<file path="config.mk">
export PLATFORM = sky130hd
export DESIGN_NAME = bvcm_monitor
export DESIGN_NICKNAME = d
export VERILOG_FILES = /design/src/rtl/none_placeholder_removed.sv /design/src/shared/bvcm_pkg.sv /design/src/rtl/bvcm_monitor.sv /design/src/rtl/bvcm_conv_seq.sv
export SDC_FILE = /design/constraint.sdc
export NUM_CORES = 1
export LEC_CHECK = 0
export BUFFER_PORTS_ARGS = -buffer_cell sky130_fd_sc_hd__buf_2
export CAP_MARGIN = 20
export CORE_MARGIN = 8
export CORE_UTILIZATION = 56
export DETAILED_ROUTE_END_ITERATION = 16
export PLACE_DENSITY = 0.76
export SYNTH_ARGS = -nofsm -noshare
export SYNTH_HDL_FRONTEND = slang
export SYNTH_SLANG_ARGS = --single-unit
</file>
<file path="constraint.sdc">
create_clock -name clk_sys -period 2.2 [get_ports clk_sys]
set_input_delay 0.11 -clock clk_sys [delete_from_list [all_inputs] [get_ports clk_sys]]
set_output_delay 0.11 -clock clk_sys [all_outputs]
set_load 0.01 [all_outputs]
</file>
<file path="src/rtl/none_placeholder_removed.sv">
// intentionally empty
`timescale 1ns/1ns

</file>
<file path="src/shared/bvcm_pkg.sv">
// constants shared by the bus voltage and current monitor
package bvcm_pkg;
  // register offsets
  localparam logic [7:0] ALERT_OFF       = 8'h10;
  localparam logic [7:0] ALERT_MASK_OFF  = 8'h12;
  localparam logic [7:0] EXT_MASK_OFF    = 8'h18;
  localparam logic [7:0] PWR_CTRL_OFF    = 8'h1c;
  localparam logic [7:0] PWR_STAT_OFF    = 8'h1e;
  localparam logic [7:0] EXT_STAT_OFF    = 8'h20;
  localparam logic [7:0] COMMAND_OFF     = 8'h23;
  localparam logic [7:0] VOLT_LOW_OFF    = 8'h70;
  localparam logic [7:0] VOLT_HIGH_OFF   = 8'h71;
  localparam logic [7:0] CURR_OFF        = 8'h72;
  localparam logic [7:0] ALM_HI_LOW_OFF  = 8'h76;
  localparam logic [7:0] ALM_HI_HIGH_OFF = 8'h77;
  localparam logic [7:0] ALM_LO_LOW_OFF  = 8'h78;
  localparam logic [7:0] ALM_LO_HIGH_OFF = 8'h79;
  // reset values and the power control write mask
  localparam logic [7:0] PWR_CTRL_RESET   = 8'h60;
  localparam logic [7:0] PWR_CTRL_RW_MASK = 8'h77;
  localparam logic [7:0] ALERT_MASK_RESET = 8'h07;
  localparam logic [7:0] EXT_MASK_RESET   = 8'h01;
  localparam logic [9:0] ALM_HI_RESET     = 10'h3ff;
  localparam logic [9:0] ALM_LO_RESET     = 10'h000;
  // field positions
  localparam int SAMPLING_OFF_BIT  = 6;
  localparam int ALARM_OFF_BIT     = 5;
  localparam int BUS_DETECT_BIT    = 3;
  localparam int SAFE_ZERO_BIT     = 0;
  localparam int ALERT_HI_BIT      = 0;
  localparam int ALERT_LO_BIT      = 1;
  localparam int ALERT_EXT_BIT     = 2;
  // command codes
  localparam logic [7:0] CMD_ENABLE_DETECT  = 8'h33;
  localparam logic [7:0] CMD_DISABLE_DETECT = 8'h22;
  // result scaling and the fixed safe-zero threshold
  localparam int VOLT_LSB_MV   = 25;
  localparam int CURR_LSB_MA   = 50;
  localparam int SAFE0_MV      = 750;
  localparam int SAFE0_HYST_MV = 50;
  localparam logic [9:0] SAFE0_SET_CODE = 10'(SAFE0_MV / VOLT_LSB_MV);
  localparam logic [9:0] SAFE0_CLR_CODE = 10'((SAFE0_MV + SAFE0_HYST_MV) / VOLT_LSB_MV);
  // timing
  localparam int CLK_MHZ             = 50;
  localparam int CONV_SPACING_US     = 1000;
  localparam int CONV_SPACING_CYCLES = CONV_SPACING_US * CLK_MHZ;
  // serial address, value arbitrary
  localparam logic [6:0] I2C_ADDR_DEFAULT = 7'h2a;
endpackage

</file>
<file path="src/rtl/bvcm_monitor.sv">
// bus voltage and current monitor with serial register access
`timescale 1ns/1ns
// What this block does
// (RL1) sample bus voltage and current continuously, 10-bit and 7-bit results
// (RL2) converter sampling stays off after reset until software enables it
// (RL3) writing zero to power control bit 6 starts sampling
// (RL4) writing one to power control bit 6 stops sampling
// (RL5) each voltage sample updates low and high result registers, both readable; the high register here reloads only when the low byte is read
// (RL6) reading the low byte captures the high byte for a coherent later read
// (RL7) the master reads voltage as two bytes starting at the low register
// (RL8) each current sample updates the current result register
// (RL9) voltage is high bits 1:0 above low bits 7:0
// (RL10) one voltage step is 25 mV
// (RL11) one current step is 50 mA, current register top bit reads zero
// (RL12) voltage and current convert alternately, about 1 ms apart
// (RL13) no alert for new results; the master polls
// (RL14) each voltage result is compared against programmed alarm thresholds
// (RL15) voltage alarms run when the alarm-off bit is zero
// (RL16) voltage alarms run only while sampling is enabled
// (RL17) safe-zero threshold fixed at 0.75 V falling, 50 mV hysteresis
// (RL18) safe-zero status is one at or below threshold, zero above threshold plus hysteresis (0.8 V)
// (RL19) safe-zero status is read-only and follows the comparator unlatched
// (RL20) a safe-zero change with its mask set raises the extended alert bit
// (RL21) safe-zero status is valid only while bus detect is active
// (RL22) command 0x33 enables monitoring and sets bus detect active
// (RL23) command 0x22 disables bus and safe-zero monitoring
// (RL24) unused high voltage register bits 7:2 read zero
module bvcm_monitor #(
  parameter logic [6:0]  I2C_ADDR     = bvcm_pkg::I2C_ADDR_DEFAULT,
  parameter int unsigned CONV_SPACING = bvcm_pkg::CONV_SPACING_CYCLES
) (
  input  wire logic       clk_sys,
  input  wire logic       reset_n,
  input  wire logic       scl,
  input  wire logic       sdaIn,
  output logic            sdaOut,
  output logic            sdaOe,
  input  wire logic       afeDone,
  input  wire logic [9:0] afeData,
  output logic            afeStart,
  output logic            afeSelCurrent,
  output logic            alertN
);
  typedef enum logic [3:0] {
    I2C_IDLE, I2C_ADDR_ST, I2C_ADDR_ACK, I2C_PTR, I2C_PTR_ACK,
    I2C_WRITE, I2C_WRITE_ACK, I2C_READ, I2C_READ_ACK
  } bvcm_i2c_state_t;

  bvcm_i2c_state_t state;
  logic            sclQ;
  logic            sdaQ;
  logic            sclPrev;
  logic            sdaPrev;
  logic            sclRise;
  logic            sclFall;
  logic            startCond;
  logic            stopCond;
  logic [3:0]      bitCnt;
  logic            byteDone;
  logic [7:0]      shiftIn;
  logic [7:0]      txByte;
  logic [7:0]      regPtr;
  logic            isRead;
  logic            masterNack;
  logic            wrStrobe;
  logic            txLoad;
  logic [7:0]      rdData;
  logic [7:0]      powerControl;
  logic [7:0]      alertMask;
  logic [7:0]      extMask;
  logic [7:0]      alert;
  logic [7:0]      alertSet;
  logic [7:0]      alertClr;
  logic [9:0]      almHi;
  logic [9:0]      almLo;
  logic [1:0]      voltHighHeld;
  logic            busDetectActive;
  logic            safeZero;
  logic            safePrev;
  logic            alarmsLive;
  logic [9:0]      voltResult;
  logic [6:0]      currResult;
  logic            voltStrobe;
  logic            currStrobe;

  // converter sequencing; runs while the sampling-off bit is clear
  bvcm_conv_seq #(
    .SPACING (CONV_SPACING)
  ) u_seq (
    .clk_sys       (clk_sys),
    .reset_n       (reset_n),
    .enable        (!powerControl[bvcm_pkg::SAMPLING_OFF_BIT]), // RL3 RL4
    .afeDone       (afeDone),
    .afeData       (afeData),
    .afeStart      (afeStart),
    .afeSelCurrent (afeSelCurrent),
    .voltResult    (voltResult),
    .currResult    (currResult),
    .voltStrobe    (voltStrobe),
    .currStrobe    (currStrobe)
  );

  // pin sampling and previous values for edge detection
  always_ff @(posedge clk_sys)
  begin
    if (!reset_n)
    begin
      sclQ    <= 1'b1;
      sdaQ    <= 1'b1;
      sclPrev <= 1'b1;
      sdaPrev <= 1'b1;
    end
    else
    begin
      sclQ    <= scl;
      sdaQ    <= sdaIn;
      sclPrev <= sclQ;
      sdaPrev <= sdaQ;
    end
  end

  // bus events
  assign sclRise   = sclQ & ~sclPrev;
  assign sclFall   = ~sclQ & sclPrev;
  assign startCond = sclQ & sclPrev & sdaPrev & ~sdaQ;
  assign stopCond  = sclQ & sclPrev & ~sdaPrev & sdaQ;
  assign byteDone  = bitCnt == 4'd8;
  assign wrStrobe  = sclFall && state == I2C_WRITE && byteDone;
  assign txLoad    = sclFall && ((state == I2C_ADDR_ACK && isRead) ||
                                 (state == I2C_READ_ACK && !masterNack));

  // serial slave state machine
  always_ff @(posedge clk_sys)
  begin
    if (!reset_n)
    begin
      state      <= I2C_IDLE;
      bitCnt     <= 4'h0;
      shiftIn    <= 8'h00;
      isRead     <= 1'b0;
      masterNack <= 1'b0;
    end
    else if (startCond)
    begin
      state  <= I2C_ADDR_ST;
      bitCnt <= 4'h0;
    end
    else if (stopCond)
      state <= I2C_IDLE;
    else if (sclRise)
    begin
      if (state == I2C_ADDR_ST || state == I2C_PTR || state == I2C_WRITE)
      begin
        shiftIn <= {shiftIn[6:0], sdaQ};
        bitCnt  <= bitCnt + 4'h1;
      end
      if (state == I2C_READ)
        bitCnt <= bitCnt + 4'h1;
      if (state == I2C_READ_ACK)
        masterNack <= sdaQ;
    end
    else if (sclFall)
    begin
      unique case (state)
        I2C_ADDR_ST:
        begin
          if (byteDone)
          begin
            bitCnt <= 4'h0;
            isRead <= shiftIn[0];
            state  <= (shiftIn[7:1] == I2C_ADDR) ? I2C_ADDR_ACK : I2C_IDLE;
          end
        end
        I2C_PTR:
        begin
          if (byteDone)
          begin
            bitCnt <= 4'h0;
            state  <= I2C_PTR_ACK;
          end
        end
        I2C_WRITE:
        begin
          if (byteDone)
          begin
            bitCnt <= 4'h0;
            state  <= I2C_WRITE_ACK;
          end
        end
        I2C_READ:
        begin
          if (byteDone)
          begin
            bitCnt <= 4'h0;
            state  <= I2C_READ_ACK;
          end
        end
        I2C_ADDR_ACK:  state <= isRead ? I2C_READ : I2C_PTR;
        I2C_PTR_ACK:   state <= I2C_WRITE;
        I2C_WRITE_ACK: state <= I2C_WRITE;
        I2C_READ_ACK:  state <= masterNack ? I2C_IDLE : I2C_READ;
        default:       state <= I2C_IDLE;
      endcase
    end
  end

  // open-drain data: enable pulls low for ack and zero bits
  always_ff @(posedge clk_sys)
  begin
    sdaOut <= 1'b0;
    if (!reset_n || startCond || stopCond)
      sdaOe <= 1'b0;
    else if (sclFall)
    begin
      unique case (state)
        I2C_ADDR_ST:  sdaOe <= byteDone && shiftIn[7:1] == I2C_ADDR;
        I2C_PTR:      sdaOe <= byteDone;
        I2C_WRITE:    sdaOe <= byteDone;
        I2C_ADDR_ACK: sdaOe <= isRead && !rdData[7];
        I2C_READ:     sdaOe <= !byteDone && !txByte[3'(4'd7 - bitCnt)];
        I2C_READ_ACK: sdaOe <= !masterNack && !rdData[7];
        default:      sdaOe <= 1'b0;
      endcase
    end
  end

  // register pointer, transmit byte, auto-increment after each byte
  always_ff @(posedge clk_sys)
  begin
    if (!reset_n)
    begin
      regPtr <= 8'h00;
      txByte <= 8'h00;
    end
    else if (sclFall && state == I2C_PTR && byteDone)
      regPtr <= shiftIn;
    else if (wrStrobe)
      regPtr <= regPtr + 8'h01;
    else if (txLoad)
    begin
      txByte <= rdData;
      regPtr <= regPtr + 8'h01; // RL7
    end
  end

  // high byte captured when the low byte is sent
  always_ff @(posedge clk_sys)
  begin
    if (!reset_n)
      voltHighHeld <= 2'h0;
    else if (txLoad && regPtr == bvcm_pkg::VOLT_LOW_OFF)
      voltHighHeld <= voltResult[9:8]; // RL6
  end

  // register read mux
  always_comb
  begin
    unique case (regPtr)
      bvcm_pkg::PWR_CTRL_OFF:    rdData = powerControl;
      bvcm_pkg::PWR_STAT_OFF:    rdData = {7'h00, busDetectActive} << bvcm_pkg::BUS_DETECT_BIT;
      bvcm_pkg::EXT_STAT_OFF:    rdData = {7'h00, safeZero} << bvcm_pkg::SAFE_ZERO_BIT; // RL19
      bvcm_pkg::ALERT_OFF:       rdData = alert;
      bvcm_pkg::ALERT_MASK_OFF:  rdData = alertMask;
      bvcm_pkg::EXT_MASK_OFF:    rdData = extMask;
      bvcm_pkg::VOLT_LOW_OFF:    rdData = voltResult[7:0]; // RL5 RL9
      bvcm_pkg::VOLT_HIGH_OFF:   rdData = {6'h00, voltHighHeld}; // RL24
      bvcm_pkg::CURR_OFF:        rdData = {1'b0, currResult}; // RL11
      bvcm_pkg::ALM_HI_LOW_OFF:  rdData = almHi[7:0];
      bvcm_pkg::ALM_HI_HIGH_OFF: rdData = {6'h00, almHi[9:8]};
      bvcm_pkg::ALM_LO_LOW_OFF:  rdData = almLo[7:0];
      bvcm_pkg::ALM_LO_HIGH_OFF: rdData = {6'h00, almLo[9:8]};
      default:                   rdData = 8'h00;
    endcase
  end

  // writable control registers
  always_ff @(posedge clk_sys)
  begin
    if (!reset_n)
    begin
      powerControl <= bvcm_pkg::PWR_CTRL_RESET; // RL2
      alertMask    <= bvcm_pkg::ALERT_MASK_RESET;
      extMask      <= bvcm_pkg::EXT_MASK_RESET;
      almHi        <= bvcm_pkg::ALM_HI_RESET;
      almLo        <= bvcm_pkg::ALM_LO_RESET;
    end
    else if (wrStrobe)
    begin
      unique case (regPtr)
        bvcm_pkg::PWR_CTRL_OFF:    powerControl <= shiftIn & bvcm_pkg::PWR_CTRL_RW_MASK;
        bvcm_pkg::ALERT_MASK_OFF:  alertMask <= shiftIn;
        bvcm_pkg::EXT_MASK_OFF:    extMask <= shiftIn;
        bvcm_pkg::ALM_HI_LOW_OFF:  almHi[7:0] <= shiftIn;
        bvcm_pkg::ALM_HI_HIGH_OFF: almHi[9:8] <= shiftIn[1:0];
        bvcm_pkg::ALM_LO_LOW_OFF:  almLo[7:0] <= shiftIn;
        bvcm_pkg::ALM_LO_HIGH_OFF: almLo[9:8] <= shiftIn[1:0];
        default:                   almLo <= almLo;
      endcase
    end
  end

  // monitoring commands
  always_ff @(posedge clk_sys)
  begin
    if (!reset_n)
      busDetectActive <= 1'b0;
    else if (wrStrobe && regPtr == bvcm_pkg::COMMAND_OFF)
    begin
      if (shiftIn == bvcm_pkg::CMD_ENABLE_DETECT)
        busDetectActive <= 1'b1; // RL22
      else if (shiftIn == bvcm_pkg::CMD_DISABLE_DETECT)
        busDetectActive <= 1'b0; // RL23
    end
  end

  // safe-zero comparator with hysteresis on each voltage result
  always_ff @(posedge clk_sys)
  begin
    if (!reset_n || !busDetectActive)
      safeZero <= 1'b0; // RL21
    else if (voltStrobe)
    begin
      if (voltResult <= bvcm_pkg::SAFE0_SET_CODE)
        safeZero <= 1'b1; // RL10 RL17 RL18
      else if (voltResult > bvcm_pkg::SAFE0_CLR_CODE)
        safeZero <= 1'b0; // RL17 RL18
    end
  end

  always_ff @(posedge clk_sys)
  begin
    if (!reset_n)
      safePrev <= 1'b0;
    else
      safePrev <= safeZero;
  end

  // alarm gating and sticky alert events
  assign alarmsLive = !powerControl[bvcm_pkg::SAMPLING_OFF_BIT] && // RL16
                      !powerControl[bvcm_pkg::ALARM_OFF_BIT]; // RL15

  always_comb
  begin
    alertSet = 8'h00;
    alertSet[bvcm_pkg::ALERT_HI_BIT] = voltStrobe && alarmsLive && voltResult > almHi; // RL14
    alertSet[bvcm_pkg::ALERT_LO_BIT] = voltStrobe && alarmsLive && voltResult < almLo; // RL14
    alertSet[bvcm_pkg::ALERT_EXT_BIT] = busDetectActive && (safeZero != safePrev) &&
                                        extMask[bvcm_pkg::SAFE_ZERO_BIT]; // RL20
    alertClr = (wrStrobe && regPtr == bvcm_pkg::ALERT_OFF) ? shiftIn : 8'h00;
  end

  // write one to clear; a same-cycle event wins
  always_ff @(posedge clk_sys)
  begin
    if (!reset_n)
      alert <= 8'h00;
    else
      alert <= (alert & ~alertClr) | alertSet;
  end

  // alert pin from unmasked flags only, never from result ready
  always_ff @(posedge clk_sys)
  begin
    if (!reset_n)
      alertN <= 1'b1;
    else
      alertN <= ~|(alert & alertMask); // RL13
  end

  a_sampling_reset: assert property (@(posedge clk_sys)
    $rose(reset_n) |-> powerControl[bvcm_pkg::SAMPLING_OFF_BIT])
    else $error("sampling enabled out of reset"); // RL2
  a_sampling_start: assert property (@(posedge clk_sys) disable iff (!reset_n)
    wrStrobe && regPtr == bvcm_pkg::PWR_CTRL_OFF && !shiftIn[bvcm_pkg::SAMPLING_OFF_BIT]
    |=> !powerControl[bvcm_pkg::SAMPLING_OFF_BIT])
    else $error("zero write did not enable sampling"); // RL3
  a_high_coherent: assert property (@(posedge clk_sys) disable iff (!reset_n)
    txLoad && regPtr == bvcm_pkg::VOLT_LOW_OFF |=> voltHighHeld == $past(voltResult[9:8]))
    else $error("high byte not captured on low read"); // RL6
  a_current_top_zero: assert property (@(posedge clk_sys) disable iff (!reset_n)
    txLoad && regPtr == bvcm_pkg::CURR_OFF |=> !txByte[7] && txByte[6:0] == $past(currResult))
    else $error("current byte wrong"); // RL11
  a_alarm_gated: assert property (@(posedge clk_sys) disable iff (!reset_n)
    $rose(alert[bvcm_pkg::ALERT_HI_BIT]) || $rose(alert[bvcm_pkg::ALERT_LO_BIT])
    |-> $past(alarmsLive) && $past(voltStrobe, 1))
    else $error("alarm raised while gated"); // RL15 RL16
  a_alarm_high: assert property (@(posedge clk_sys) disable iff (!reset_n)
    voltStrobe && alarmsLive && voltResult > almHi |=> alert[bvcm_pkg::ALERT_HI_BIT])
    else $error("high alarm missed"); // RL14
  a_safe_zero_set: assert property (@(posedge clk_sys) disable iff (!reset_n)
    busDetectActive && voltStrobe && voltResult <= bvcm_pkg::SAFE0_SET_CODE
    ##1 busDetectActive |-> safeZero)
    else $error("safe-zero status not set"); // RL18
  a_safe_zero_valid: assert property (@(posedge clk_sys) disable iff (!reset_n)
    !busDetectActive |=> !safeZero) else $error("safe-zero without detect"); // RL21
  a_ext_alert: assert property (@(posedge clk_sys) disable iff (!reset_n)
    busDetectActive && safeZero != safePrev && extMask[bvcm_pkg::SAFE_ZERO_BIT]
    |=> alert[bvcm_pkg::ALERT_EXT_BIT])
    else $error("extended alert not raised"); // RL20
  a_cmd_detect: assert property (@(posedge clk_sys) disable iff (!reset_n)
    wrStrobe && regPtr == bvcm_pkg::COMMAND_OFF && shiftIn == bvcm_pkg::CMD_ENABLE_DETECT
    |=> busDetectActive)
    else $error("enable command ignored"); // RL22
  a_cmd_undetect: assert property (@(posedge clk_sys) disable iff (!reset_n)
    wrStrobe && regPtr == bvcm_pkg::COMMAND_OFF && shiftIn == bvcm_pkg::CMD_DISABLE_DETECT
    |=> !busDetectActive) else $error("disable command ignored"); // RL23
  a_no_result_alert: assert property (@(posedge clk_sys) disable iff (!reset_n)
    currStrobe && !busDetectActive |=> alert == $past(alert & ~alertClr))
    else $error("result raised an alert flag"); // RL13
endmodule

</file>
<file path="src/rtl/bvcm_conv_seq.sv">
// converter sequencer alternating voltage and current conversions
`timescale 1ns/1ns
module bvcm_conv_seq #(
  parameter int unsigned SPACING = bvcm_pkg::CONV_SPACING_CYCLES
) (
  input  wire logic       clk_sys,
  input  wire logic       reset_n,
  input  wire logic       enable,
  input  wire logic       afeDone,
  input  wire logic [9:0] afeData,
  output logic            afeStart,
  output logic            afeSelCurrent,
  output logic [9:0]      voltResult,
  output logic [6:0]      currResult,
  output logic            voltStrobe,
  output logic            currStrobe
);
  typedef enum logic {SEQ_WAIT, SEQ_BUSY} bvcm_seq_state_t;

  bvcm_seq_state_t seqState;
  logic [16:0]     waitCnt;

  // spacing timer, start pulse and channel toggle
  always_ff @(posedge clk_sys)
  begin
    if (!reset_n || !enable)
    begin
      seqState      <= SEQ_WAIT;
      waitCnt       <= 17'h00000;
      afeStart      <= 1'b0;
      afeSelCurrent <= 1'b0;
    end
    else
    begin
      afeStart <= 1'b0;
      unique case (seqState)
        SEQ_WAIT:
        begin
          if (waitCnt == 17'(SPACING - 1))
          begin
            waitCnt  <= 17'h00000;
            afeStart <= 1'b1; // RL1
            seqState <= SEQ_BUSY;
          end
          else
            waitCnt <= waitCnt + 17'h00001;
        end
        SEQ_BUSY:
        begin
          if (afeDone)
          begin
            afeSelCurrent <= ~afeSelCurrent; // RL12
            seqState      <= SEQ_WAIT;
          end
        end
      endcase
    end
  end

  // result capture, kept while stopped
  always_ff @(posedge clk_sys)
  begin
    if (!reset_n)
    begin
      voltResult <= 10'h000;
      currResult <= 7'h00;
      voltStrobe <= 1'b0;
      currStrobe <= 1'b0;
    end
    else
    begin
      voltStrobe <= enable && seqState == SEQ_BUSY && afeDone && !afeSelCurrent;
      currStrobe <= enable && seqState == SEQ_BUSY && afeDone && afeSelCurrent;
      if (enable && seqState == SEQ_BUSY && afeDone && !afeSelCurrent)
        voltResult <= afeData; // RL5
      if (enable && seqState == SEQ_BUSY && afeDone && afeSelCurrent)
        currResult <= afeData[6:0]; // RL8
    end
  end

  a_idle_when_off: assert property (@(posedge clk_sys) disable iff (!reset_n)
    !enable |=> !afeStart) else $error("conversion started while stopped"); // RL4
  a_channel_swap: assert property (@(posedge clk_sys) disable iff (!reset_n)
    voltStrobe |-> afeSelCurrent) else $error("voltage not followed by current"); // RL12
endmodule

</file>
After elaboration in Yosys (flattened, before gate mapping)
Index checks and enable logic that the tools add are counted.
Widths: inputs -> output; s select.
Word-level totals
  output and inout port bits: 5
  input port bits: 15
  word-level logic and storage cells: 209
  register bits after elaboration: 133
Cells by class
  $lt $le $gt $ge: 5
  equality and inequality tests: 38
  reductions and logical operators: 72
  $add $sub $neg: 4
  bitwise gates (word level): 23
  multiplexer cells: 34
Operator list (number)
  $pmux 8 s13: 1
  $eq 8x7->1 const B: 7
  $eq 8x5->1 const B: 5
  $mux 4: 10
  $eq 8x6->1 const B: 4
  $mux 8: 4
  $pmux 4 s7: 1
  $logic_and 1x1->1: 24
  $reduce_and 2->1: 10
  $reduce_and 6->1: 3
  $add 17x1->17 const B: 1
  $eq 17x16->1 const B: 1
  $mux 17: 1
  $and 8x8->8: 2
  $eq 4x3->1 const B: 4
  $ne 4x4->1 const B: 4
  $not 1->1: 12
  $mux 1: 11
  $gt 10x10->1: 1
  $gt 10x6->1 const B: 1
  $le 10x5->1 const B: 1
  $logic_not 1->1: 10
  $lt 10x10->1: 1
  $reduce_bool 2->1: 5
  other kinds (28): 52

Logic depth before layout (Yosys ltp)
  word-level depth: 9
  depth in mapped cells: 11
  mapped depth without buffers: 8

Hierarchy
From an unflattened synthesis, not the netlist that was laid out.
Unflattened totals
  cells, all modules: 819
  area, all modules: 7126.8 sq um
By module, submodules not included
  bvcm_monitor: cells each 636, seq. area each 1901.8 sq um, area an instance 5519.0 sq um, times used 1
  bvcm_conv_seq: cells each 183, seq. area each 780.7 sq um, area an instance 1607.8 sq um, times used 1

Worst setup path before layout
Ideal clock, no wire load.
  kind: reg-to-reg
  from: reg regPtr[0]
  to: reg txByte[3]
  stages on the path, launching flop included: 10
  library setup time: 117 ps
  period minus slack after synthesis: 2021 ps
  path buffers: 1
  path slack: 179 ps
  arrival: 1904 ps
  required time: 2083 ps
  cells stage by stage: dfxtp_1 > inv_1 > ha_1 > or3b_1 > buf_6 > nor3_2 > a31oi_1 > o22ai_1 > o311a_2 > a22o_1
Between the ends
  longest elaborated chain between the ends: 2
  elaborated cells between the ends (all ways): 14
  classes of those cells: eq/ne: 13; mux: 1
RTL lines
  start: declaration: RTL line bvcm_monitor.sv:62  | logic [7:0] regPtr;
  start signal: assignment: RTL line bvcm_monitor.sv:236  | regPtr <= shiftIn;
  start signal: assignment: RTL line bvcm_monitor.sv:238  | regPtr <= regPtr + 8'h01;
  start signal: assignment: RTL line bvcm_monitor.sv:242  | regPtr <= regPtr + 8'h01;
  $eq 8x7->1, or another cell as far along: RTL line bvcm_monitor.sv:258  | unique case (regPtr)
  $pmux 8 s13 *: RTL line bvcm_monitor.sv:258
  end signal: assignment: RTL line bvcm_monitor.sv:241  | txByte <= rdData;
  end: declaration: RTL line bvcm_monitor.sv:61  | logic [7:0] txByte;
Every way passes the cells marked *; elsewhere a longest branch is shown, timed or not.
A chain may end at the register's enable or synchronous reset.

Worst setup path after layout
  from: reg regPtr[1]
  to: reg alert[1]
Between the ends
  longest elaborated chain between the ends: 6
RTL lines
  $eq 8x5->1: RTL line bvcm_monitor.sv:349  | alertClr = (wrStrobe && regPtr == bvcm_pkg::ALERT_OFF) ? shiftIn : 8'h00;
  $logic_and 1x1->1: RTL line bvcm_monitor.sv:349
  $mux 8: RTL line bvcm_monitor.sv:349
  $not 8->8: RTL line bvcm_monitor.sv:358  | alert <= (alert & ~alertClr) | alertSet;
  $and 8x8->8: RTL line bvcm_monitor.sv:358
  $or 8x3->8: RTL line bvcm_monitor.sv:358
  end signal: assignment: RTL line bvcm_monitor.sv:358
  end: declaration: RTL line bvcm_monitor.sv:71  | logic [7:0] alert;
Every way passes these cells.

==> flow_summary.json <==
{
  "design_area_um2": 8150,
  "drive_gt1_frac": 0.149,
  "wl_mm": 20.0,
  "final_cell_mix": "dfxtp_1 (132), nor2_1 (100), nand2_1 (83)",
  "hold_viol_final": 0,
  "setup_viol": 0,
  "placed_cell_area_um2": 7380,
  "cap_violations": 0,
  "mostFrequentLayoutCell": "dfxtp_1",
  "root_buffer": "clkbuf_16",
  "yosysSeqAreaShare": 0.384,
  "relSlewSlack": 0.534,
  "avgSynthCellArea_um2": 8.51,
  "critical-path-slowest-cell": "or3b_1",
  "pin_count": 20,
  "peakVddDrop_mv": 0.539,
  "worst-setup-path-type": "reg -> reg",
  "drc": 0,
  "layout_min_cycle_time_ns": 2.12,
  "worst_hold_path_type": "in -> reg",
  "start_util": 0.574,
  "grt_pass1_wl_mm": 32.2,
  "fp.dieW_um": 127,
  "syn_nets": 859,
  "wl_per_cell_um": 19.2,
  "ys_async_sr_fraction": 0,
  "multi_input_area_um2": 3880,
  "r2r_start": "regPtr[1]$_SDFFE_PN0P_",
  "die_y_um": 127,
  "viasPerCell": 6.07,
  "critical_path_required_ns": 2.52,
  "total_power_mw": 5.48,
  "cts_sinks": 133,
  "worstPathMaxFanout": 7,
  "synth_area_um2": 6930,
  "grt_start_max_net_pins": 28,
  "cpPeakStageDelay_ns": 0.45,
  "cts_buffers": 17,
  "clkLatencyLatePin_ns": 0.43,
  "grt.total_usage": 0.252,
  "core_um2": 12100,
  "worstHoldStart": "afeDone",
  "r2r_slack_ns": 0.08,
  "htree_levels": 4,
  "hold_slack_ns": 0.0872,
  "first_pass_iters": 8,
  "fin_crit_sh": 0.962,
  "power_density_nw_per_um2": 672,
  "status": "finished, final reports clean",
  "worstPathCellList": "inv_1 -> ha_2 -> or3b_1 -> buf_4 -> nor3_4 -> nand2_1 -> a32o_1",
  "ys_types": 74,
  "synth_enable_flop_cells": 0,
  "final_util": 0.675,
  "end_kind": "flip-flop",
  "synth_seq_cells": 133,
  "io_buffer_count": 18,
  "grt_pass1_vias": 6197,
  "place_hpwl_mm": 14.3,
  "drtIter0Drc": 640,
  "diodes": 0,
  "crit_start": "regPtr[1]$_SDFFE_PN0P_",
  "synth_flop_cell": "dfxtp_1",
  "ff_latch_area_um2": 2660,
  "drv_slew": 0,
  "synth_cells": 814,
  "cp_top_family": "simple AND/OR/NAND/NOR gates",
  "worst-endpoint-arrival_ns": 2.43,
  "cp-start-kind": "flip-flop",
  "path_clk_slew_ns": 0.06,
  "rows": 40,
  "dieArea_um2": 16200,
  "nets": 902,
  "place_congestion": 0.966,
  "antenna_found_initial": 0,
  "p_leak_nw": 3.13,
  "antenna_left": 0,
  "worst_pin_slew_ns": 0.699,
  "cts_tree": "built",
  "ys.warnings.count": 0,
  "post_cts_buffers": 0,
  "areaGrowthSynthToFinish_pct": 17.6,
  "fmax_mhz": 473,
  "vias": 6296,
  "clockBufferDepth": 2,
  "skew_ns": 0.00835,
  "grt_overflow_total": 0,
  "crit_buf_inv": 2,
  "fill_cells": 963
}
-- sequential cells by signal, summed over array words and instances (netlist names), 2 cells and up --
name              cells
alertMask             8
txByte                8
shiftIn               8
almLo                10
regPtr                8
u_seq.currResult      7
u_seq.waitCnt        17
voltHighHeld          2
u_seq.voltResult     10
alert                 8
extMask               8
state                 4
bitCnt                4
almHi                10
powerControl          6
-- cells in the mapped netlist, types with 9 or more instances --
cell	n	area, µm²
nand2_1	83	312
nand4_1	16	100
inv_1	33	124
xor2_1	12	105
nor3_1	14	70.1
a22o_1	10	87.6
nand3_1	28	140
ha_1	30	375
a21oi_1	53	265
a31oi_1	9	56.3
a22oi_1	12	90.1
buf_2	11	55.1
nand2b_1	10	62.6
clkbuf_1	28	105
o21ai_0	21	105
dfxtp_1	133	2660
a211oi_1	12	90.1
nor2_1	101	379
mux2i_1	53	531
buf_4	11	82.6
o211ai_1	11	82.6
-- kinds of logic (layout without fill, tap and decap cells) --
kind of cell,after synthesis,count (layout),synth area share
AND/OR/NAND/NOR,310,310,0.217
AO/OA/AOI/OAI,173,173,0.171
flip-flops,133,133,0.384
buffers and inverters,90,146,0.0611
multiplexers,57,57,0.0863
adder cells (fa/ha/maj),30,30,0.0542
XOR/XNOR,20,20,0.0253
other,1,1,0.000541
-- worst paths after layout --
kind,to,depth (start not counted)
setup / recovery,alert[1]$_SDFF_PN0_,7
hold / removal,u_seq.seqState$_SDFF_PP0_,3
setup reg to reg,alert[1]$_SDFF_PN0_,7
hold reg to reg,alert[3]$_SDFF_PN0_,2
-- power by group --
group,internal [mW],switching [mW],total [mW]
clock network,1.72,1.21,2.94
registers,2.41,0.00699,2.42
logic,0.0459,0.0754,0.121
total,4.18,1.30,5.48
-- worst min-delay path: cells and delay by family --
family | cells | cell delay [ns]
buffers and inverters | 1 | 0.07
AND/OR/NAND/NOR | 2 | 0.28
-- area by class of cell --
cell class / count / area share
clock buffer: 17 / 0.0522
inverter: 34 / 0.0157
clock inverter: 15 / 0.0224
multi-input combinational: 591 / 0.476
sequential: 133 / 0.327
timing repair buffer: 80 / 0.0811
tap: 168 / 0.0258
-- metal layers --
metal	vias to the layer above	track usage	part of all wire
met3	83	0.0557	0.058
li1	2975	-	-
met5	-	0	0
met4	0	0.139	0.048
met2	249	0.430	0.48
met1	2989	0.289	0.41
-- metrics by stage --
stage	cells	TNS, ns	worst slack (ns)
final	1038	0	0.0836
after global routing	1038	-0.0130	-0.00857
after CTS	1038	0	0.0907
after detailed placement	994	0	0.125
after global placement	994	0	0.167
after floorplan	814	0	0.179
-- repair_timing --
action	in CTS	in global routing
resized for setup	0	8
setup endpoints to repair	0	15
hold buffers	12	0
hold endpoints to repair	19	0
(Power assumes the default switching activity.)
